==> config.mk <==
export PLATFORM = sky130hd
export DESIGN_NAME = pplsd_top
export DESIGN_NICKNAME = d
export VERILOG_FILES = /design/src/pplsd_pkg.sv /design/src/pplsd_port_enc.sv /design/src/pplsd_top.sv
export VERILOG_INCLUDE_DIRS = /design/src /design/src/src
export SDC_FILE = /design/constraint.sdc
export NUM_CORES = 1
export LEC_CHECK = 0
export BUFFER_PORTS_ARGS = -buffer_cell sky130_fd_sc_hd__buf_4
export CORE_ASPECT_RATIO = 0.7
export CORE_MARGIN = 4
export CORE_UTILIZATION = 44
export CTS_CLUSTER_DIAMETER = 120
export DETAILED_ROUTE_END_ITERATION = 7
export GPL_ROUTABILITY_DRIVEN = 0
export HOLD_SLACK_MARGIN = 0.15
export PLACE_DENSITY_LB_ADDON = 0.12
export RECOVER_POWER = 100
export SLEW_MARGIN = 10
export SYNTH_ARGS = -nofsm -noshare
export SYNTH_HDL_FRONTEND = slang
export SYNTH_SLANG_ARGS = --single-unit
==> constraint.sdc <==
create_clock -name aclk -period 2.45 [get_ports aclk]
set_input_delay 0 -clock aclk [delete_from_list [all_inputs] [get_ports aclk]]
set_output_delay 0 -clock aclk [all_outputs]
set_load 0.1 [all_outputs]
==> src/pplsd_defs.svh <==
`ifndef PPLSD_DEFS_SVH
`define PPLSD_DEFS_SVH

// Clock and blink timing
`define PPLSD_CLK_HZ          20000000
`define PPLSD_BLINK_HZ        4
`define PPLSD_BLINK_HALF_CYC  (`PPLSD_CLK_HZ / (2 * `PPLSD_BLINK_HZ))

// Register byte offsets
`define PPLSD_REG_CTRL        8'h00
`define PPLSD_REG_STATUS      8'h04
`define PPLSD_REG_GREEN       8'h08
`define PPLSD_REG_AMBER       8'h0C
`define PPLSD_REG_POE         8'h10

// Field positions and reset values
`define PPLSD_CTRL_EN_BIT     0
`define PPLSD_CTRL_RST        32'h0000_0001
`define PPLSD_STAT_BLINK_BIT  0

// Bus responses
`define PPLSD_RESP_OKAY       2'h0
`define PPLSD_RESP_SLVERR     2'h2

// Powered-device class bounds
`define PPLSD_BT_SS_MIN       4'h5
`define PPLSD_BT_SS_MAX       4'h8
`define PPLSD_BT_DS_MIN       4'h1
`define PPLSD_BT_DS_MAX       4'h5
`define PPLSD_AFAT_MAX        4'h4

`endif

==> src/pplsd_pkg.sv <==
package pplsd_pkg;

    // Negotiated link speed
    typedef enum logic [1:0] {
        SPD_10   = 2'h0,
        SPD_100  = 2'h1,
        SPD_1000 = 2'h2
    } pplsd_spd_e;

    // Standard the attached powered device follows
    typedef enum logic [1:0] {
        STD_NONE = 2'h0,
        STD_AFAT = 2'h1,
        STD_BT   = 2'h2
    } pplsd_std_e;

    // Physical flavour of a port
    typedef enum logic [1:0] {
        KIND_FAST  = 2'h0,
        KIND_GIG   = 2'h1,
        KIND_FIBER = 2'h2
    } pplsd_kind_e;

endpackage : pplsd_pkg

==> src/pplsd_port_enc.sv <==
`timescale 1ns/10ps
`include "pplsd_defs.svh"

module pplsd_port_enc (
    input  wire logic                  aclk,        // System clock
    input  wire logic                  aresetn,     // Synchronous reset, active low
    input  wire logic                  en,          // Indicators enabled
    input  wire logic                  blink,       // Shared 4 Hz phase
    input  wire pplsd_pkg::pplsd_kind_e kind,       // Port flavour
    input  wire logic                  link,        // Link up
    input  wire logic                  active,      // Port enabled
    input  wire pplsd_pkg::pplsd_spd_e speed,       // Link speed
    input  wire logic                  tx,          // Traffic activity
    input  wire logic                  pwr,         // Power delivered
    input  wire pplsd_pkg::pplsd_std_e pd_std,      // Device standard
    input  wire logic                  dual,        // Dual signature device
    input  wire logic [3:0]            pd_class,    // Device class
    input  wire logic                  det_fail,    // Detection failed
    input  wire logic                  overcur,     // Overcurrent
    input  wire logic                  budget_cut,  // Shut off for budget
    output logic                       green_q,     // Upper/green port LED
    output logic                       amber_q,     // Lower/amber port LED
    output logic                       poe_g_q,     // Green power LED
    output logic                       poe_a_q,     // Amber power LED
    output logic                       poe_r_q      // Red power LED
);

    logic green_d, amber_d, poe_g_d, poe_a_d, poe_r_d;
    logic up, g_sel, a_sel, lit, bt_ok, afat_ok;

    // Speed decode per flavour, traffic turns steady into blink
    always_comb begin
        up    = link && active;
        g_sel = 1'b0;
        a_sel = 1'b0;
        unique case (kind)
            pplsd_pkg::KIND_FAST: begin
                g_sel = (speed == pplsd_pkg::SPD_100);
                a_sel = (speed == pplsd_pkg::SPD_10);
            end
            pplsd_pkg::KIND_GIG: begin
                g_sel = (speed == pplsd_pkg::SPD_1000);
                a_sel = (speed == pplsd_pkg::SPD_10) || (speed == pplsd_pkg::SPD_100);
            end
            pplsd_pkg::KIND_FIBER: begin
                g_sel = (speed == pplsd_pkg::SPD_1000);
                a_sel = (speed == pplsd_pkg::SPD_100);
            end
            default: begin
                g_sel = 1'b0;
                a_sel = 1'b0;
            end
        endcase
        lit     = tx ? blink : 1'b1;
        green_d = en && up && g_sel && lit;
        amber_d = en && up && a_sel && lit;
        bt_ok   = pwr && (pd_std == pplsd_pkg::STD_BT) &&
                  (dual ? (pd_class >= `PPLSD_BT_DS_MIN && pd_class <= `PPLSD_BT_DS_MAX)
                        : (pd_class >= `PPLSD_BT_SS_MIN && pd_class <= `PPLSD_BT_SS_MAX));
        afat_ok = pwr && (pd_std == pplsd_pkg::STD_AFAT) && !dual &&
                  (pd_class <= `PPLSD_AFAT_MAX);
        poe_g_d = en && bt_ok;
        // Budget shutoff wins: the port is unpowered so steady amber cannot apply
        poe_a_d = en && (budget_cut ? blink : afat_ok);
        // Overcurrent is the more urgent fault, so its blink beats steady red
        poe_r_d = en && (overcur ? blink : det_fail);
    end

    // Register outputs so every LED comes from a flop and is dark in reset
    always_ff @(posedge aclk) begin
        if (!aresetn) begin
            green_q <= 1'b0;
            amber_q <= 1'b0;
            poe_g_q <= 1'b0;
            poe_a_q <= 1'b0;
            poe_r_q <= 1'b0;
        end else begin
            green_q <= green_d;
            amber_q <= amber_d;
            poe_g_q <= poe_g_d;
            poe_a_q <= poe_a_d;
            poe_r_q <= poe_r_d;
        end
    end

    a_bt_single_on: assert property (@(posedge aclk) disable iff (!aresetn)
        en && pwr && pd_std == pplsd_pkg::STD_BT && !dual && pd_class >= 4'h5 &&
        pd_class <= 4'h8 |=> poe_g_q) else $error("green power LED not lit for bt class 5-8");
    a_bt_dual_on: assert property (@(posedge aclk) disable iff (!aresetn)
        en && pwr && pd_std == pplsd_pkg::STD_BT && dual && pd_class >= 4'h1 &&
        pd_class <= 4'h5 |=> poe_g_q) else $error("green power LED not lit for dual bt");
    a_green_pwr_off: assert property (@(posedge aclk) disable iff (!aresetn)
        !pwr || pd_std != pplsd_pkg::STD_BT |=> !poe_g_q)
        else $error("green power LED lit without bt power");
    a_afat_amber_on: assert property (@(posedge aclk) disable iff (!aresetn)
        en && !budget_cut && pwr && pd_std == pplsd_pkg::STD_AFAT && !dual &&
        pd_class <= 4'h4 |=> poe_a_q) else $error("amber power LED not lit for af/at");
    a_budget_blink: assert property (@(posedge aclk) disable iff (!aresetn)
        en && budget_cut |=> poe_a_q == $past(blink))
        else $error("amber power LED not following blink on budget cut");
    a_amber_pwr_off: assert property (@(posedge aclk) disable iff (!aresetn)
        !budget_cut && (!pwr || pd_std != pplsd_pkg::STD_AFAT) |=> !poe_a_q)
        else $error("amber power LED lit without af/at power");
    a_red_detect: assert property (@(posedge aclk) disable iff (!aresetn)
        en && det_fail && !overcur |=> poe_r_q) else $error("red LED not lit on detect fail");
    a_red_overcur: assert property (@(posedge aclk) disable iff (!aresetn)
        en && overcur |=> poe_r_q == $past(blink))
        else $error("red LED not blinking on overcurrent");
    a_red_normal: assert property (@(posedge aclk) disable iff (!aresetn)
        !det_fail && !overcur |=> !poe_r_q) else $error("red LED lit in normal operation");
    a_speed_green: assert property (@(posedge aclk) disable iff (!aresetn)
        en && link && active && !tx &&
        ((kind == pplsd_pkg::KIND_FAST && speed == pplsd_pkg::SPD_100) ||
         (kind != pplsd_pkg::KIND_FAST && speed == pplsd_pkg::SPD_1000))
        |=> green_q && !amber_q) else $error("wrong port LED for speed");
    a_tx_blink: assert property (@(posedge aclk) disable iff (!aresetn)
        en && link && active && tx && kind == pplsd_pkg::KIND_GIG &&
        speed == pplsd_pkg::SPD_10 |=> amber_q == $past(blink) && !green_q)
        else $error("speed LED not blinking with traffic");
    a_link_dark: assert property (@(posedge aclk) disable iff (!aresetn)
        !link || !active |=> !green_q && !amber_q) else $error("port LED lit with link down");

endmodule : pplsd_port_enc

==> src/pplsd_top.sv <==
// Function
// - Green power LED steady for single-signature bt device class 5 to 8 powered.
// - Green power LED steady for dual-signature bt device class 1 to 5 powered.
// - Green power LED dark without power or without a bt device.
// - Amber power LED steady for af/at single-signature device class 0 to 4.
// - Amber power LED blinks 4 Hz when power is cut for low budget.
// - Amber power LED dark without power or without an af/at device, unless power is cut for budget.
// - Red power LED steady while powered-device detection has failed.
// - Red power LED blinks 4 Hz while overcurrent is reported.
// - Red power LED dark while power delivery is normal.
// - Fast copper port: green at 100 Mb/s, amber at 10 Mb/s.
// - Gigabit copper port: green at 1000, amber at 10 or 100 Mb/s.
// - Fibre port: green at 1000 Mb/s, amber at 100 Mb/s.
// - Speed LED blinks 4 Hz instead of steady while traffic flows.
// - Both port LEDs dark when port inactive or link down.
//
// Chosen here: the address map and the AXI4-Lite register port.
`timescale 1ns/10ps
`include "pplsd_defs.svh"

module pplsd_top #(
    parameter int unsigned NPORT          = 12,                     // Switch ports
    parameter int unsigned NFAST          = 8,                      // Leading 10/100 ports
    parameter int unsigned NPOE           = 8,                      // Leading PoE ports
    parameter int unsigned BLINK_HALF_CYC = `PPLSD_BLINK_HALF_CYC   // Cycles per blink half
) (
    input  wire logic                 aclk,           // System clock, 20 MHz
    input  wire logic                 aresetn,        // Synchronous reset, active low
    input  wire logic [7:0]           s_awaddr,       // Write address
    input  wire logic                 s_awvalid,      // Write address valid
    output logic                      s_awready,      // Write address ready
    input  wire logic [31:0]          s_wdata,        // Write data
    input  wire logic [3:0]           s_wstrb,        // Write byte strobes
    input  wire logic                 s_wvalid,       // Write data valid
    output logic                      s_wready,       // Write data ready
    output logic [1:0]                s_bresp,        // Write response
    output logic                      s_bvalid,       // Write response valid
    input  wire logic                 s_bready,       // Write response ready
    input  wire logic [7:0]           s_araddr,       // Read address
    input  wire logic                 s_arvalid,      // Read address valid
    output logic                      s_arready,      // Read address ready
    output logic [31:0]               s_rdata,        // Read data
    output logic [1:0]                s_rresp,        // Read response
    output logic                      s_rvalid,       // Read data valid
    input  wire logic                 s_rready,       // Read data ready
    input  wire logic [NPORT-1:0]     port_active,    // Port enabled
    input  wire logic [NPORT-1:0]     port_link,      // Link up
    input  wire logic [2*NPORT-1:0]   port_speed,     // Speed code per port
    input  wire logic [NPORT-1:0]     port_tx,        // Traffic activity
    input  wire logic [NPORT-1:0]     port_fiber,     // Combo port uses fibre module
    input  wire logic [NPOE-1:0]      poe_power,      // Power delivered
    input  wire logic [2*NPOE-1:0]    poe_std,        // Device standard code
    input  wire logic [NPOE-1:0]      poe_dual,       // Dual signature device
    input  wire logic [4*NPOE-1:0]    poe_class,      // Device class
    input  wire logic [NPOE-1:0]      poe_det_fail,   // Detection failed
    input  wire logic [NPOE-1:0]      poe_overcur,    // Overcurrent
    input  wire logic [NPOE-1:0]      poe_budget_cut, // Shut off for budget
    output logic [NPORT-1:0]          led_green,      // Upper/green port LEDs
    output logic [NPORT-1:0]          led_amber,      // Lower/amber port LEDs
    output logic [NPOE-1:0]           led_poe_green,  // Green power LEDs
    output logic [NPOE-1:0]           led_poe_amber,  // Amber power LEDs
    output logic [NPOE-1:0]           led_poe_red     // Red power LEDs
);

    localparam int unsigned CW = $clog2(BLINK_HALF_CYC);

    logic [CW-1:0] cnt_q, cnt_d;
    logic          blink_q, blink_d;
    logic          en_q, en_d;

    // Shared divider; a single phase keeps every blinking LED in step
    always_comb begin
        cnt_d   = cnt_q + CW'(1);
        blink_d = blink_q;
        if (cnt_q == CW'(BLINK_HALF_CYC - 1)) begin
            cnt_d   = '0;
            blink_d = !blink_q;
        end
    end

    always_ff @(posedge aclk) begin
        if (!aresetn) begin
            cnt_q   <= '0;
            blink_q <= 1'b0;
        end else begin
            cnt_q   <= cnt_d;
            blink_q <= blink_d;
        end
    end

    // Bus slave state
    logic       aw_hold_q, aw_hold_d, w_hold_q, w_hold_d;
    logic [7:0] awaddr_q, awaddr_d;
    logic [31:0] wdata_q, wdata_d;
    logic [3:0] wstrb_q, wstrb_d;
    logic       awready_d, wready_d, bvalid_d, arready_d, rvalid_d;
    logic [1:0] bresp_d, rresp_d;
    logic [31:0] rdata_d;

    // Padded per-port views so one encoder serves every port
    logic [NPORT-1:0]   g_all, a_all, pg_all, pa_all, pr_all;
    logic [NPORT-1:0]   pwr_x, dual_x, det_x, oc_x, bud_x;
    logic [2*NPORT-1:0] std_x;
    logic [4*NPORT-1:0] cls_x;

    // Write takes address and data in either order, read is one deep
    always_comb begin
        aw_hold_d = aw_hold_q;
        w_hold_d  = w_hold_q;
        awaddr_d  = awaddr_q;
        wdata_d   = wdata_q;
        wstrb_d   = wstrb_q;
        bvalid_d  = s_bvalid;
        bresp_d   = s_bresp;
        en_d      = en_q;
        rvalid_d  = s_rvalid;
        rresp_d   = s_rresp;
        rdata_d   = s_rdata;
        if (s_awvalid && s_awready) begin
            aw_hold_d = 1'b1;
            awaddr_d  = s_awaddr;
        end
        if (s_wvalid && s_wready) begin
            w_hold_d = 1'b1;
            wdata_d  = s_wdata;
            wstrb_d  = s_wstrb;
        end
        if (s_bvalid && s_bready) begin
            bvalid_d = 1'b0;
        end
        if (aw_hold_d && w_hold_d && !s_bvalid) begin
            aw_hold_d = 1'b0;
            w_hold_d  = 1'b0;
            bvalid_d  = 1'b1;
            bresp_d   = `PPLSD_RESP_OKAY;
            if (awaddr_d[7:2] == 6'(`PPLSD_REG_CTRL >> 2)) begin
                if (wstrb_d[0]) begin
                    en_d = wdata_d[`PPLSD_CTRL_EN_BIT];
                end
            end else if (awaddr_d[7:2] > 6'(`PPLSD_REG_POE >> 2)) begin
                bresp_d = `PPLSD_RESP_SLVERR;
            end
        end
        awready_d = !aw_hold_d && !bvalid_d;
        wready_d  = !w_hold_d && !bvalid_d;
        if (s_rvalid && s_rready) begin
            rvalid_d = 1'b0;
        end
        if (s_arvalid && s_arready) begin
            rvalid_d = 1'b1;
            rresp_d  = `PPLSD_RESP_OKAY;
            rdata_d  = '0;
            unique case (s_araddr[7:2])
                6'(`PPLSD_REG_CTRL >> 2):   rdata_d[`PPLSD_CTRL_EN_BIT] = en_q;
                6'(`PPLSD_REG_STATUS >> 2): rdata_d[`PPLSD_STAT_BLINK_BIT] = blink_q;
                6'(`PPLSD_REG_GREEN >> 2):  rdata_d[NPORT-1:0] = led_green;
                6'(`PPLSD_REG_AMBER >> 2):  rdata_d[NPORT-1:0] = led_amber;
                6'(`PPLSD_REG_POE >> 2):    rdata_d[3*NPOE-1:0] =
                                                {led_poe_red, led_poe_amber, led_poe_green};
                default:                    rresp_d = `PPLSD_RESP_SLVERR;
            endcase
        end
        arready_d = !rvalid_d;
    end

    always_ff @(posedge aclk) begin
        if (!aresetn) begin
            aw_hold_q <= 1'b0;
            w_hold_q  <= 1'b0;
            awaddr_q  <= '0;
            wdata_q   <= '0;
            wstrb_q   <= '0;
            s_awready <= 1'b0;
            s_wready  <= 1'b0;
            s_bvalid  <= 1'b0;
            s_bresp   <= `PPLSD_RESP_OKAY;
            s_arready <= 1'b0;
            s_rvalid  <= 1'b0;
            s_rresp   <= `PPLSD_RESP_OKAY;
            s_rdata   <= '0;
            en_q      <= 1'(`PPLSD_CTRL_RST);
        end else begin
            aw_hold_q <= aw_hold_d;
            w_hold_q  <= w_hold_d;
            awaddr_q  <= awaddr_d;
            wdata_q   <= wdata_d;
            wstrb_q   <= wstrb_d;
            s_awready <= awready_d;
            s_wready  <= wready_d;
            s_bvalid  <= bvalid_d;
            s_bresp   <= bresp_d;
            s_arready <= arready_d;
            s_rvalid  <= rvalid_d;
            s_rresp   <= rresp_d;
            s_rdata   <= rdata_d;
            en_q      <= en_d;
        end
    end

    // Ports beyond the PoE range see no power activity
    assign pwr_x  = {{(NPORT-NPOE){1'b0}}, poe_power};
    assign dual_x = {{(NPORT-NPOE){1'b0}}, poe_dual};
    assign det_x  = {{(NPORT-NPOE){1'b0}}, poe_det_fail};
    assign oc_x   = {{(NPORT-NPOE){1'b0}}, poe_overcur};
    assign bud_x  = {{(NPORT-NPOE){1'b0}}, poe_budget_cut};
    assign std_x  = {{(2*(NPORT-NPOE)){1'b0}}, poe_std};
    assign cls_x  = {{(4*(NPORT-NPOE)){1'b0}}, poe_class};

    // One encoder per port; flavour follows position and the fibre select
    for (genvar i = 0; i < NPORT; i++) begin : g_port
        pplsd_port_enc u_enc (
            .aclk       (aclk),
            .aresetn    (aresetn),
            .en         (en_q),
            .blink      (blink_q),
            .kind       (i < NFAST ? pplsd_pkg::KIND_FAST :
                         (port_fiber[i] ? pplsd_pkg::KIND_FIBER : pplsd_pkg::KIND_GIG)),
            .link       (port_link[i]),
            .active     (port_active[i]),
            .speed      (pplsd_pkg::pplsd_spd_e'(port_speed[2*i +: 2])),
            .tx         (port_tx[i]),
            .pwr        (pwr_x[i]),
            .pd_std     (pplsd_pkg::pplsd_std_e'(std_x[2*i +: 2])),
            .dual       (dual_x[i]),
            .pd_class   (cls_x[4*i +: 4]),
            .det_fail   (det_x[i]),
            .overcur    (oc_x[i]),
            .budget_cut (bud_x[i]),
            .green_q    (g_all[i]),
            .amber_q    (a_all[i]),
            .poe_g_q    (pg_all[i]),
            .poe_a_q    (pa_all[i]),
            .poe_r_q    (pr_all[i])
        );
    end

    // Outputs are the encoder flops themselves
    assign led_green     = g_all;
    assign led_amber     = a_all;
    assign led_poe_green = pg_all[NPOE-1:0];
    assign led_poe_amber = pa_all[NPOE-1:0];
    assign led_poe_red   = pr_all[NPOE-1:0];

    a_blink_period: assert property (@(posedge aclk) disable iff (!aresetn)
        blink_q != $past(blink_q) |-> $past(cnt_q) == CW'(BLINK_HALF_CYC - 1))
        else $error("blink phase changed off the divider wrap");
    a_blink_wrap: assert property (@(posedge aclk) disable iff (!aresetn)
        cnt_q == CW'(BLINK_HALF_CYC - 1) |=> blink_q != $past(blink_q) && cnt_q == '0)
        else $error("blink phase did not toggle at wrap");
    a_reset_dark: assert property (@(posedge aclk)
        !aresetn |=> led_green == '0 && led_amber == '0 && led_poe_green == '0 &&
        led_poe_amber == '0 && led_poe_red == '0) else $error("LED lit after reset edge");

endmodule : pplsd_top

---- Yosys cells after proc, flatten, opt, wreduce, memory -nomap -nowiden ----
Index checks and enable logic that the tools add are counted.
cells by class
  add/sub/neg operators ................... 1
  magnitude comparators ................... 41
  equal/unequal tests ..................... 45
  mux-type cells .......................... 65
  bitwise logic cells ..................... 1
  reduce and logical (&&, ||, !) cells .... 204
operator list
  kind                     number
  $logic_and A1 B1 Y1      161
  $le A4 B3 Y1 const B     16
  $eq A2 B1 Y1 const B     24
  $mux W1                  46
  $pmux W11 S3             1
  $eq A2 B2 Y1 const B     16
  $ge A4 B1 Y1 const B     8
  $ge A4 B3 Y1 const B     8
  $le A4 B4 Y1 const B     8
  $logic_not A2 Y1         16
  $add A22 B1 Y22 const B  1
  $eq A22 B22 Y1 const B   1
  $logic_not A1 Y1         14
  $mux W2                  7
  $eq A6 B2 Y1 const B     2
  $logic_not A6 Y1         2
  $mux W12                 1
  $pmux W1 S3              4
  $reduce_or A2 Y1         5
  $mux W8                  1
  $pmux W1 S2              4
  $eq A6 B1 Y1 const B     1
  $eq A6 B3 Y1 const B     1
  $gt A6 B3 Y1 const B     1
  other kinds (5)          8
word-level totals
  bits in registers ....................... 117
  input bits .............................. 219
  output and inout bits ................... 89
  logic and storage cells ................. 422

---- Depth between registers and ports, before layout ----
Gate-level depths: netlist of the first run.
  depth in word-level cells ............... 7
  gate-level depth with buffers ........... 6
  mapped depth without buffers ............ 5

---- Hierarchy ----
From an unflattened synthesis of the first run, not the netlist that was laid out.
second synthesis, totals
  cell total of the unflattened synthesis .. 836
  area total of the unflattened synthesis .. 6915.4 um^2
by module, submodules not included
  module          times used  cells an instance  area each (um^2)  seq. area each (um^2)
  pplsd_port_enc  12          39                 319.1             100.1
  pplsd_top       1           368                3086.7            1301.2

---- Least setup slack after synthesis of the first run ----
Ideal clock, no wire load.
  kind .................................... flip-flop to flip-flop
  start ................................... register s_awready
  end ..................................... register en_q
  data arrival time ....................... 2.291 ns
  setup slack ............................. 0.087 ns
  cell stages (with the launch flop) ...... 6
  path buffers ............................ 1
  clock period less this slack ............ 2.363 ns
  cells stage by stage .................... dfxtp_1 > and2_1 > clkbuf_1 > mux2i_1 > nor4bb_1 > mux2i_1
between the ends
  longest elaborated chain between the ends .. 5
RTL lines
  item                                             RTL line          source
  start, declared                                  pplsd_top.sv:31   output logic s_awready,
  start signal, assigned                           pplsd_top.sv:188  s_awready <= awready_d;
  $logic_and A1 B1 Y1 *                            pplsd_top.sv:119  if (s_awvalid && s_awready) begin
  branches (longest 3 deep; another with $mux W8)  --
  $reduce_and A3 Y1 (no line) *                    --
  end signal, assigned                             pplsd_top.sv:181  en_q <= 1'(`PPLSD_CTRL_RST);
  end signal, assigned                             pplsd_top.sv:196  en_q <= en_d;
  end, declared                                    pplsd_top.sv:69   logic en_q, en_d;
Every way passes the cells marked *.
A chain may end at the register's enable or synchronous reset.

---- Final worst setup path of the first run ----
  start ................................... register en_q
  end ..................................... register g_port[5].u_enc.poe_g_q
between the ends
  longest elaborated chain between the ends .. 1
RTL lines
  item                  RTL line              source
  $logic_and A1 B1 Y1   pplsd_port_enc.sv:62  poe_g_d = en && bt_ok;
  end signal, assigned  pplsd_port_enc.sv:80  poe_g_q <= poe_g_d;
  end, declared         pplsd_port_enc.sv:23  output logic poe_g_q,
Every way passes these cells.

==> summary.md, run 1 <==
| Metric | Value |
|---|---|
| Status | `completed` |
| WL per Instance | `17.0 um` |
| Largest net degree at the start of global routing | `25` |
| Worst setup EP type | `register` |
| YS warnings | `0` |
| CTS tree | `built` |
| Stages on worst setup path | `5` |
| Leakage | `0.00340 uW` |
| Root buffer cell | `clkbuf_16` |
| Cell mode on critical path | `dlygate4sd3_1` |
| Clock Skew | `0.00595 ns` |
| CP Cell Sequence | `and2_1, nand4b_1, dlygate4sd3_1, nor2_1, dlygate4sd3_1` |
| Worst reg2reg path depth | `5` |
| Clk pwr share | `0.478` |
| Tcrit/Tclk final | `0.953` |
| Die height | `100 um` |
| # clock sinks | `113` |
| Placed Area | `approximately 0.0070 mm^2` |
| Storage cell area | `about 0.0023 mm^2` |
| Worst slew margin | `0.157` |
| Iter 0 DRT Violations | `304` |
| Synth area leader | `dfxtp_1` |
| Hold Vio Cnt, Final | `0` |
| Final net count | `approximately 1200` |
| CP Class | `reg2reg` |
| H-tree depth | `4` |
| Share of the synthesized area in the top cell type | `0.425` |
| Slowest stage delay, CP | `slightly below 0.6 ns` |
| I/O pins | `308` |
| Reg2reg start | `en_q$_SDFFE_PN1P_` |
| Seq/Total Area, Yosys | `0.425` |
| Sequential power share | `0.362` |
| Area grow syn2layout | `60.5%` |
| Main area contributors after synthesis | `dfxtp_1, buf_4, a21oi_1` |
| Hold_buf cts | `127` |
| GRT overflow | `0` |
| Synthesized area per cell | `8.51 um^2` |
| Via density | `5.30` |
| Netlist cell types | `48` |
| Total Routed Length | `19200 um` |
| Vias in the first global route | `5932` |
| Die X | `139 um` |
| Post-DP HPWL | `about 13000 um` |
| Rows | `33` |
| Setup TNS | `0 ns` |
| Net Switching | `1330 uW` |
| FF+latch count, synth | `113` |
| Max-slew violations | `0` |
| Final setup viols | `0` |
| Max Clk Rate | `about 0.43 GHz` |
| Inserted Clock Buffers | `17` |
| DRC viols | `0` |
| Slowest-stage cell, CP | `dlygate4sd3_1` |
| Final min period | `2.33 ns` |
| Net Sw Frac | `0.253` |
| Total core area | `0.0118 mm^2` |
| 1st-pass router iterations | `5` |
| CP Data Required Time | `approximately 2.8 ns` |
| Arr. time, crit path | `2.68 ns` |
| CP max FO | `8` |
| Critical Path Source | `en_q$_SDFFE_PN1P_` |
| Worst Hold Class | `in2reg` |
| Area of the multi-input gates | `0.00246 mm^2` |
| Internal Power | `3930 uW` |
| Synth Flop Type | `dfxtp_1` |
| Worst path buffer plus inverter count | `2` |
| CP Launch Type | `register` |
| Worst-Skew Late Latency | `0.41 ns` |
| N_diodes | `0` |
| Setup crit end | `g_port[5].u_enc.poe_g_q$_SDFF_PN0_` |
| Post-synth EDFFs | `0` |
| # Post-CTS Setup Buffers | `0` |
| Worst Max-Slew Pin Slew | `~1.3 ns` |
| Async set or reset register ratio after synthesis | `0` |
| RSZ-0062 raised after global routing | `no` |
| Cell Pwr Density | `between 600 and 700 mW/mm^2` |
| Clock slew at reported path FFs | `0.05 ns` |
| Vias | `5979` |
| Max IR drop VDD | `about 0.00052 V` |
| Fillers | `917` |
| Initial Util | `0.452` |
| First-pass GRT wire length | `30000 um` |
| Total of max-cap violations | `0` |
| Reg-to-Reg End | `g_port[5].u_enc.poe_g_q$_SDFF_PN0_` |
| Cts repair resizes | `0` |
| Die ar. | `about 0.014 mm^2` |
| Syn Std Cell Area | `roughly 0.0053 mm^2` |
| Tot GR Track Use | `0.267` |
| Antenna violations before repair | `0` |
| CTS Buffer Depth | `2` |
| Reg-to-reg setup timing slack | `0.12 ns` |
| Share of cells above drive strength 1 | `0.215` |
| Final ANT Viol Nets | `0` |
| Cell count after synthesis | `625` |
| Port bufs | `251` |
| Comb power frac | `0.161` |
| Final instance area | `0.00854 mm^2` |
| CP delay by family, top | `buffers and inverters` |
registers in the layout, indices dropped and copies added (netlist names), 6 cells and up:
name / flops
awaddr_q: 6
g_port.u_enc.poe_a_q: 8
s_rdata: 24
g_port.u_enc.amber_q: 12
g_port.u_enc.green_q: 12
cnt_q: 22
g_port.u_enc.poe_g_q: 8
g_port.u_enc.poe_r_q: 8
tightest hold or removal path, cell delays in order:
cell	delay, ns
buf_4	0.11
mux4_2	0.21
a32oi_1	0.10
a21oi_1	0.13
worst min path at each step:
stage	startpoint	end	slack, ns	cells after the start
CTS	s_araddr[2]	s_rdata[0]$_SDFFE_PN0P_	0.18	4
global route	s_araddr[2]	s_rdata[0]$_SDFFE_PN0P_	0.19	4
detailed placement	port_speed[12]	g_port[6].u_enc.amber_q$_SDFF_PN0_	0.17	2
finish	s_araddr[2]	s_rdata[0]$_SDFFE_PN0P_	0.19	4
global placement	port_speed[8]	g_port[4].u_enc.amber_q$_SDFF_PN0_	0.17	2
floorplan	port_speed[0]	g_port[0].u_enc.amber_q$_SDFF_PN0_	0.07	1
cell usage in the layout, fill, tap and decap left out, types with 9 or more instances in the layout:
master and count:
dlygate4sd3_1 127, inv_1 24, nor3_1 13, dfxtp_1 113
nand4b_1 24, nand3_1 19, nor4b_1 9, clkbuf_1 87
o221ai_1 11, buf_4 176, a22oi_1 11, mux2i_1 12
o21ai_0 27, xnor2_1 14, nor2_1 53, nand2_1 55
conb_1 10, clkbuf_16 17, a21oi_1 62, nor4_1 10
metal layers:
| metal | track usage | part of all wire | vias to the layer above |
|---|---|---|---|
| met5 | 0 | 0 | - |
| met1 | 0.322 | 0.41 | 2823 |
| met4 | 0.0789 | 0.016 | 0 |
| met3 | 0.0786 | 0.081 | 30 |
| li1 | - | - | 2840 |
| met2 | 0.466 | 0.49 | 286 |
logic make-up (layout without fill, tap and decap cells):
group                    count (synthesis)  count (layout)  share of synthesized area
other                                    1              10                   0.000705
buffers and inverters                  108             445                      0.118
XOR/XNOR                                19              19                     0.0313
AO/OA/AOI/OAI                          135             135                      0.155
adder cells (fa/ha/maj)                  1               1                    0.00235
multiplexers                            13              13                     0.0268
flip-flops                             113             113                      0.425
AND/OR/NAND/NOR                        235             235                      0.240
cells in the mapped netlist (all sizes together), types with 9 or more instances:
| master | n |
|---|---|
| xnor2 | 14 |
| nor4b | 9 |
| nor3 | 13 |
| buf | 63 |
| nand2 | 55 |
| dfxtp | 113 |
| o21ai | 27 |
| a21oi | 62 |
| nand4b | 24 |
| inv | 24 |
| nor4 | 10 |
| mux2i | 12 |
| clkbuf | 20 |
| o221ai | 11 |
| a22oi | 11 |
| nor2 | 53 |
| nand3 | 20 |
final cells by class:
| type | instances | share of cell area |
|---|---|---|
| clock inverter | 12 | 0.0193 |
| sequential | 113 | 0.265 |
| multi-input combinational | 413 | 0.288 |
| timing repair buffer | 388 | 0.342 |
| inverter | 25 | 0.0110 |
| clock buffer | 20 | 0.0512 |
| tap | 157 | 0.0230 |
power groups by stage:
stage                     combinational, uW  sequential (uW)  clock [uW]
after CTS                               851             1900        2540
after detailed placement                729             1940           0
after global routing                    893             1910        2640
after floorplan                         350             2010           0
final                                   845             1900        2520
after global placement                  714             1940           0
through the flow:
| stage | setup WS (ns) | total power (uW) | utilization | hold slack [ns] | std cells |
|---|---|---|---|---|---|
| after floorplan | 0.0874 | 2360 | - | 0.0724 | 634 |
| after global placement | 0.395 | 2650 | 0.594 | 0.168 | 969 |
| after detailed placement | 0.334 | 2670 | 0.594 | 0.168 | 969 |
| after CTS | 0.165 | 5290 | 0.753 | 0.179 | 1128 |
| after global routing | 0.0161 | 5430 | 0.725 | 0.192 | 1128 |
| final | 0.115 | 5260 | 0.725 | 0.191 | 1128 |
Power figures use the tool's default switching activity.
==> inputs of run 2 (changes only) <==
--- a/config.mk
+++ b/config.mk
@@ -9,8 +9,8 @@
 export BUFFER_PORTS_ARGS = -buffer_cell sky130_fd_sc_hd__buf_4
 export CORE_ASPECT_RATIO = 0.7
 export CORE_MARGIN = 4
-export CORE_UTILIZATION = 44
-export CTS_CLUSTER_DIAMETER = 120
+export CORE_UTILIZATION = 40
+export CTS_CLUSTER_DIAMETER = 80
 export DETAILED_ROUTE_END_ITERATION = 7
 export GPL_ROUTABILITY_DRIVEN = 0
 export HOLD_SLACK_MARGIN = 0.15
==> run 2 against run 1 <==
  * First-iteration DRC count decreased by 5.9%
  * Largest power group unchanged
  * Largest cell class unchanged
  * Critical path type unchanged
  * Non-clock buffer count increased by 4
  * Flip-flop and latch count unchanged
  * Design area up 0.88%
  * Setup slack lost 0.0068 ns
==> summary.md, run 2 (synthesis gave the netlist of run 1 again) <==
| Metric | Value |
|---|---|
| CP Launch Type | `register` |
| Die ar. | `0.0152 mm^2 (+9.3%)` |
| Met3 WL | `1380 um (-11%)` |
| Hold Path Origin | `s_araddr[2]` |
| Tot GR Track Use | `0.241 (-0.0260)` |
| Via density | `5.15 (-2.8%)` |
| Top layer in use | `met4` |
| CP delay by family, top | `buffers and inverters` |
| Most frequent cells in the layout | `buf_4, dlygate4sd3_1, dfxtp_1, clkbuf_1, a21oi_1` |
| Iter 0 DRT Violations | `286 (-5.9%)` |
| Max IR drop VDD | `0.000426 V (-18%)` |
| WHS Endpoint | `s_rdata[0]$_SDFFE_PN0P_` |
| Rows | `34 (+3.0%)` |
| WL met1 | `8080 um (+1.8%)` |
| Hold Path Stages | `4 (unchanged)` |
| Leakage | `0.00342 uW (+0.64%)` |
| Reg-to-Reg End | `g_port[1].u_enc.poe_g_q$_SDFF_PN0_` |
| Largest net degree at the start of global routing | `25 (unchanged)` |
| Initial Util | `0.418 (-0.0338)` |
| Inserted Clock Buffers | `17 (unchanged)` |
| Final ANT Viol Nets | `0 (unchanged)` |
| Hold_buf cts | `131 (+3.1%)` |
| Final Util | `0.677 (-0.0484)` |
| CP Data Required Time | `2.79 ns (about the same)` |
| Tcrit/Tclk final | `0.956 (+0.00279)` |
| Max-slew violations | `0 (unchanged)` |
| Vias | `5855 (-2.1%)` |
| Die height | `104 um (+4.5%)` |
| Final min period | `2.34 ns (+0.00685 ns)` |
| Comb power frac | `0.159 (-0.002)` |
| Worst setup EP type | `register` |
| CTS Buffer Depth | `2 (unchanged)` |
| Cell Pwr Density | `616 mW/mm^2 (about the same)` |
| Worst Hold Class | `in2reg` |
| Arr. time, crit path | `2.68 ns (about the same)` |
| Final net count | `1182 (+0.34%)` |
| Reg2reg start | `en_q$_SDFFE_PN1P_` |
| Worst path buffer plus inverter count | `2 (unchanged)` |
| Worst Max-Slew Pin Slew | `1.26 ns (-0.00802 ns)` |
| 1st-pass router iterations | `5 (unchanged)` |
| # Post-CTS Setup Buffers | `0 (unchanged)` |
| Area grow syn2layout | `61.9%` |
| Most common cell after layout, fill and taps aside | `buf_4` |
| Share of cells above drive strength 1 | `0.218 (+0.00322)` |
| Total Routed Length | `18800 um (-2.0%)` |
| Total of max-cap violations | `0 (unchanged)` |
| RSZ-0062 raised after global routing | `no` |
| Final Power | `5310 uW (+0.86%)` |
| Met2 wire length | `8810 um (-6.1%)` |
| Sequential power share | `0.358 (-0.004)` |
| Clock slew at reported path FFs | `0.05 ns (about the same)` |
| Placed Area | `0.00699 mm^2 (about the same)` |
| Biggest regs | `s_rdata: 24 flops, cnt_q: 22 flops` |
| Worst-Skew Late Latency | `0.41 ns (about the same)` |
| H-tree depth | `4 (unchanged)` |
| Hold Vio Cnt, Final | `0 (unchanged)` |
| First-pass GRT wire length | `29500 um (-1.4%)` |
| Net Switching | `1320 uW (-1.1%)` |
| Cell mode on critical path | `dlygate4sd3_1` |
| Worst reg2reg path depth | `5 (unchanged)` |
| Hold WS | `0.188 ns (-0.00305 ns)` |
| DRC viols | `0 (unchanged)` |
| Total core area | `0.0127 mm^2 (+8.1%)` |
| CP Cell Sequence | `and2_1, nand4b_1, dlygate4sd3_1, nor2_1, dlygate4sd3_1` |
| Max Clk Rate | `0.427 GHz (-0.29%)` |
| Root buffer cell | `clkbuf_16` |
| Post-DP HPWL | `13500 um (+1.8%)` |
| # clock sinks | `113 (unchanged)` |
| Vias in the first global route | `5855 (-1.3%)` |
| Port bufs | `251 (unchanged)` |
| Max FFs per register | `24 (unchanged)` |
| Internal Power | `3990 uW (+1.5%)` |
| Antenna violations before repair | `0 (unchanged)` |
| Slowest-stage cell, CP | `dlygate4sd3_1` |
| N_diodes | `0 (unchanged)` |
| CP max FO | `8 (unchanged)` |
| Clock Skew | `0.00699 ns (+0.00104 ns)` |
| Final instance area | `0.00861 mm^2 (+0.88%)` |
| WL per Instance | `16.5 um (-2.8%)` |
| Worst slew margin | `0.163 (+0.00533)` |
| Reg-to-reg setup timing slack | `0.11 ns (about the same)` |
| Setup TNS | `0 ns (unchanged)` |
| Cts repair resizes | `0 (unchanged)` |
| Final setup viols | `0 (unchanged)` |
| Largest Register | `s_rdata` |
| Die X | `146 um (+4.6%)` |
| Net Sw Frac | `0.248 (-0.00493)` |
| CP Class | `reg2reg` |
| CTS tree | `built` |
| Status | `completed` |
| I/O pins | `308 (unchanged)` |
| GRT overflow | `0 (unchanged)` |
| Clk pwr share | `0.483 (+0.005)` |
| Slowest stage delay, CP | `0.59 ns (about the same)` |
-- run 2: how the worst max path moves through the flow --
stage,from,endpoint,slack [ns],cells after the start
2_1_floorplan,s_awready$_SDFF_PN0_,en_q$_SDFFE_PN1P_,0.09,5
3_3_place_gp,cnt_q[0]$_SDFF_PP0_,cnt_q[20]$_SDFF_PP0_,0.52,5
3_5_place_dp,cnt_q[0]$_SDFF_PP0_,cnt_q[20]$_SDFF_PP0_,0.45,5
4_1_cts,en_q$_SDFFE_PN1P_,g_port[4].u_enc.poe_g_q$_SDFF_PN0_,0.20,5
5_1_grt,en_q$_SDFFE_PN1P_,g_port[7].u_enc.green_q$_SDFF_PN0_,0.04,7
6_report,en_q$_SDFFE_PN1P_,g_port[1].u_enc.poe_g_q$_SDFF_PN0_,0.11,5
-- run 2: metal layers --
metal,GRT usage,up-vias
li1,-,2863
met1,0.293,2729
met2,0.395,218
met3,0.0758,45
met4,0.102,0
met5,0,-
-- run 2: power by group through the flow --
| stage | combinational, uW | clock [uW] | sequential (uW) |
|---|---|---|---|
| 6_report | 841 | 2560 | 1900 |
| 5_1_grt | 894 | 2700 | 1910 |
| 4_1_cts | 854 | 2600 | 1900 |
| 3_5_place_dp | 728 | 0 | 1940 |
| 3_3_place_gp | 712 | 0 | 1940 |
| 2_1_floorplan | 350 | 0 | 2010 |
-- run 2: tightest hold or removal path, cell delays in order --
cell and delay, ns:
buf_4 0.11, mux4_2 0.21, a32oi_1 0.09, a21oi_1 0.14
-- run 2: stage by stage --
stage / instances / worst slack, ns
final: 1137 / 0.108
after global routing: 1137 / 0.0413
after CTS: 1137 / 0.204
after detailed placement: 974 / 0.447
after global placement: 974 / 0.519
after floorplan: 634 / 0.0874
-- run 2: layout make-up --
| class | instances | area (um^2) |
|---|---|---|
| clock inverter | 11 | 160 |
| sequential | 113 | 2260 |
| multi-input combinational | 413 | 2460 |
| timing repair buffer | 392 | 2970 |
| clock buffer | 21 | 460 |
| tap | 162 | 203 |
| fill | 1060 | 4110 |
| inverter | 25 | 93.8 |
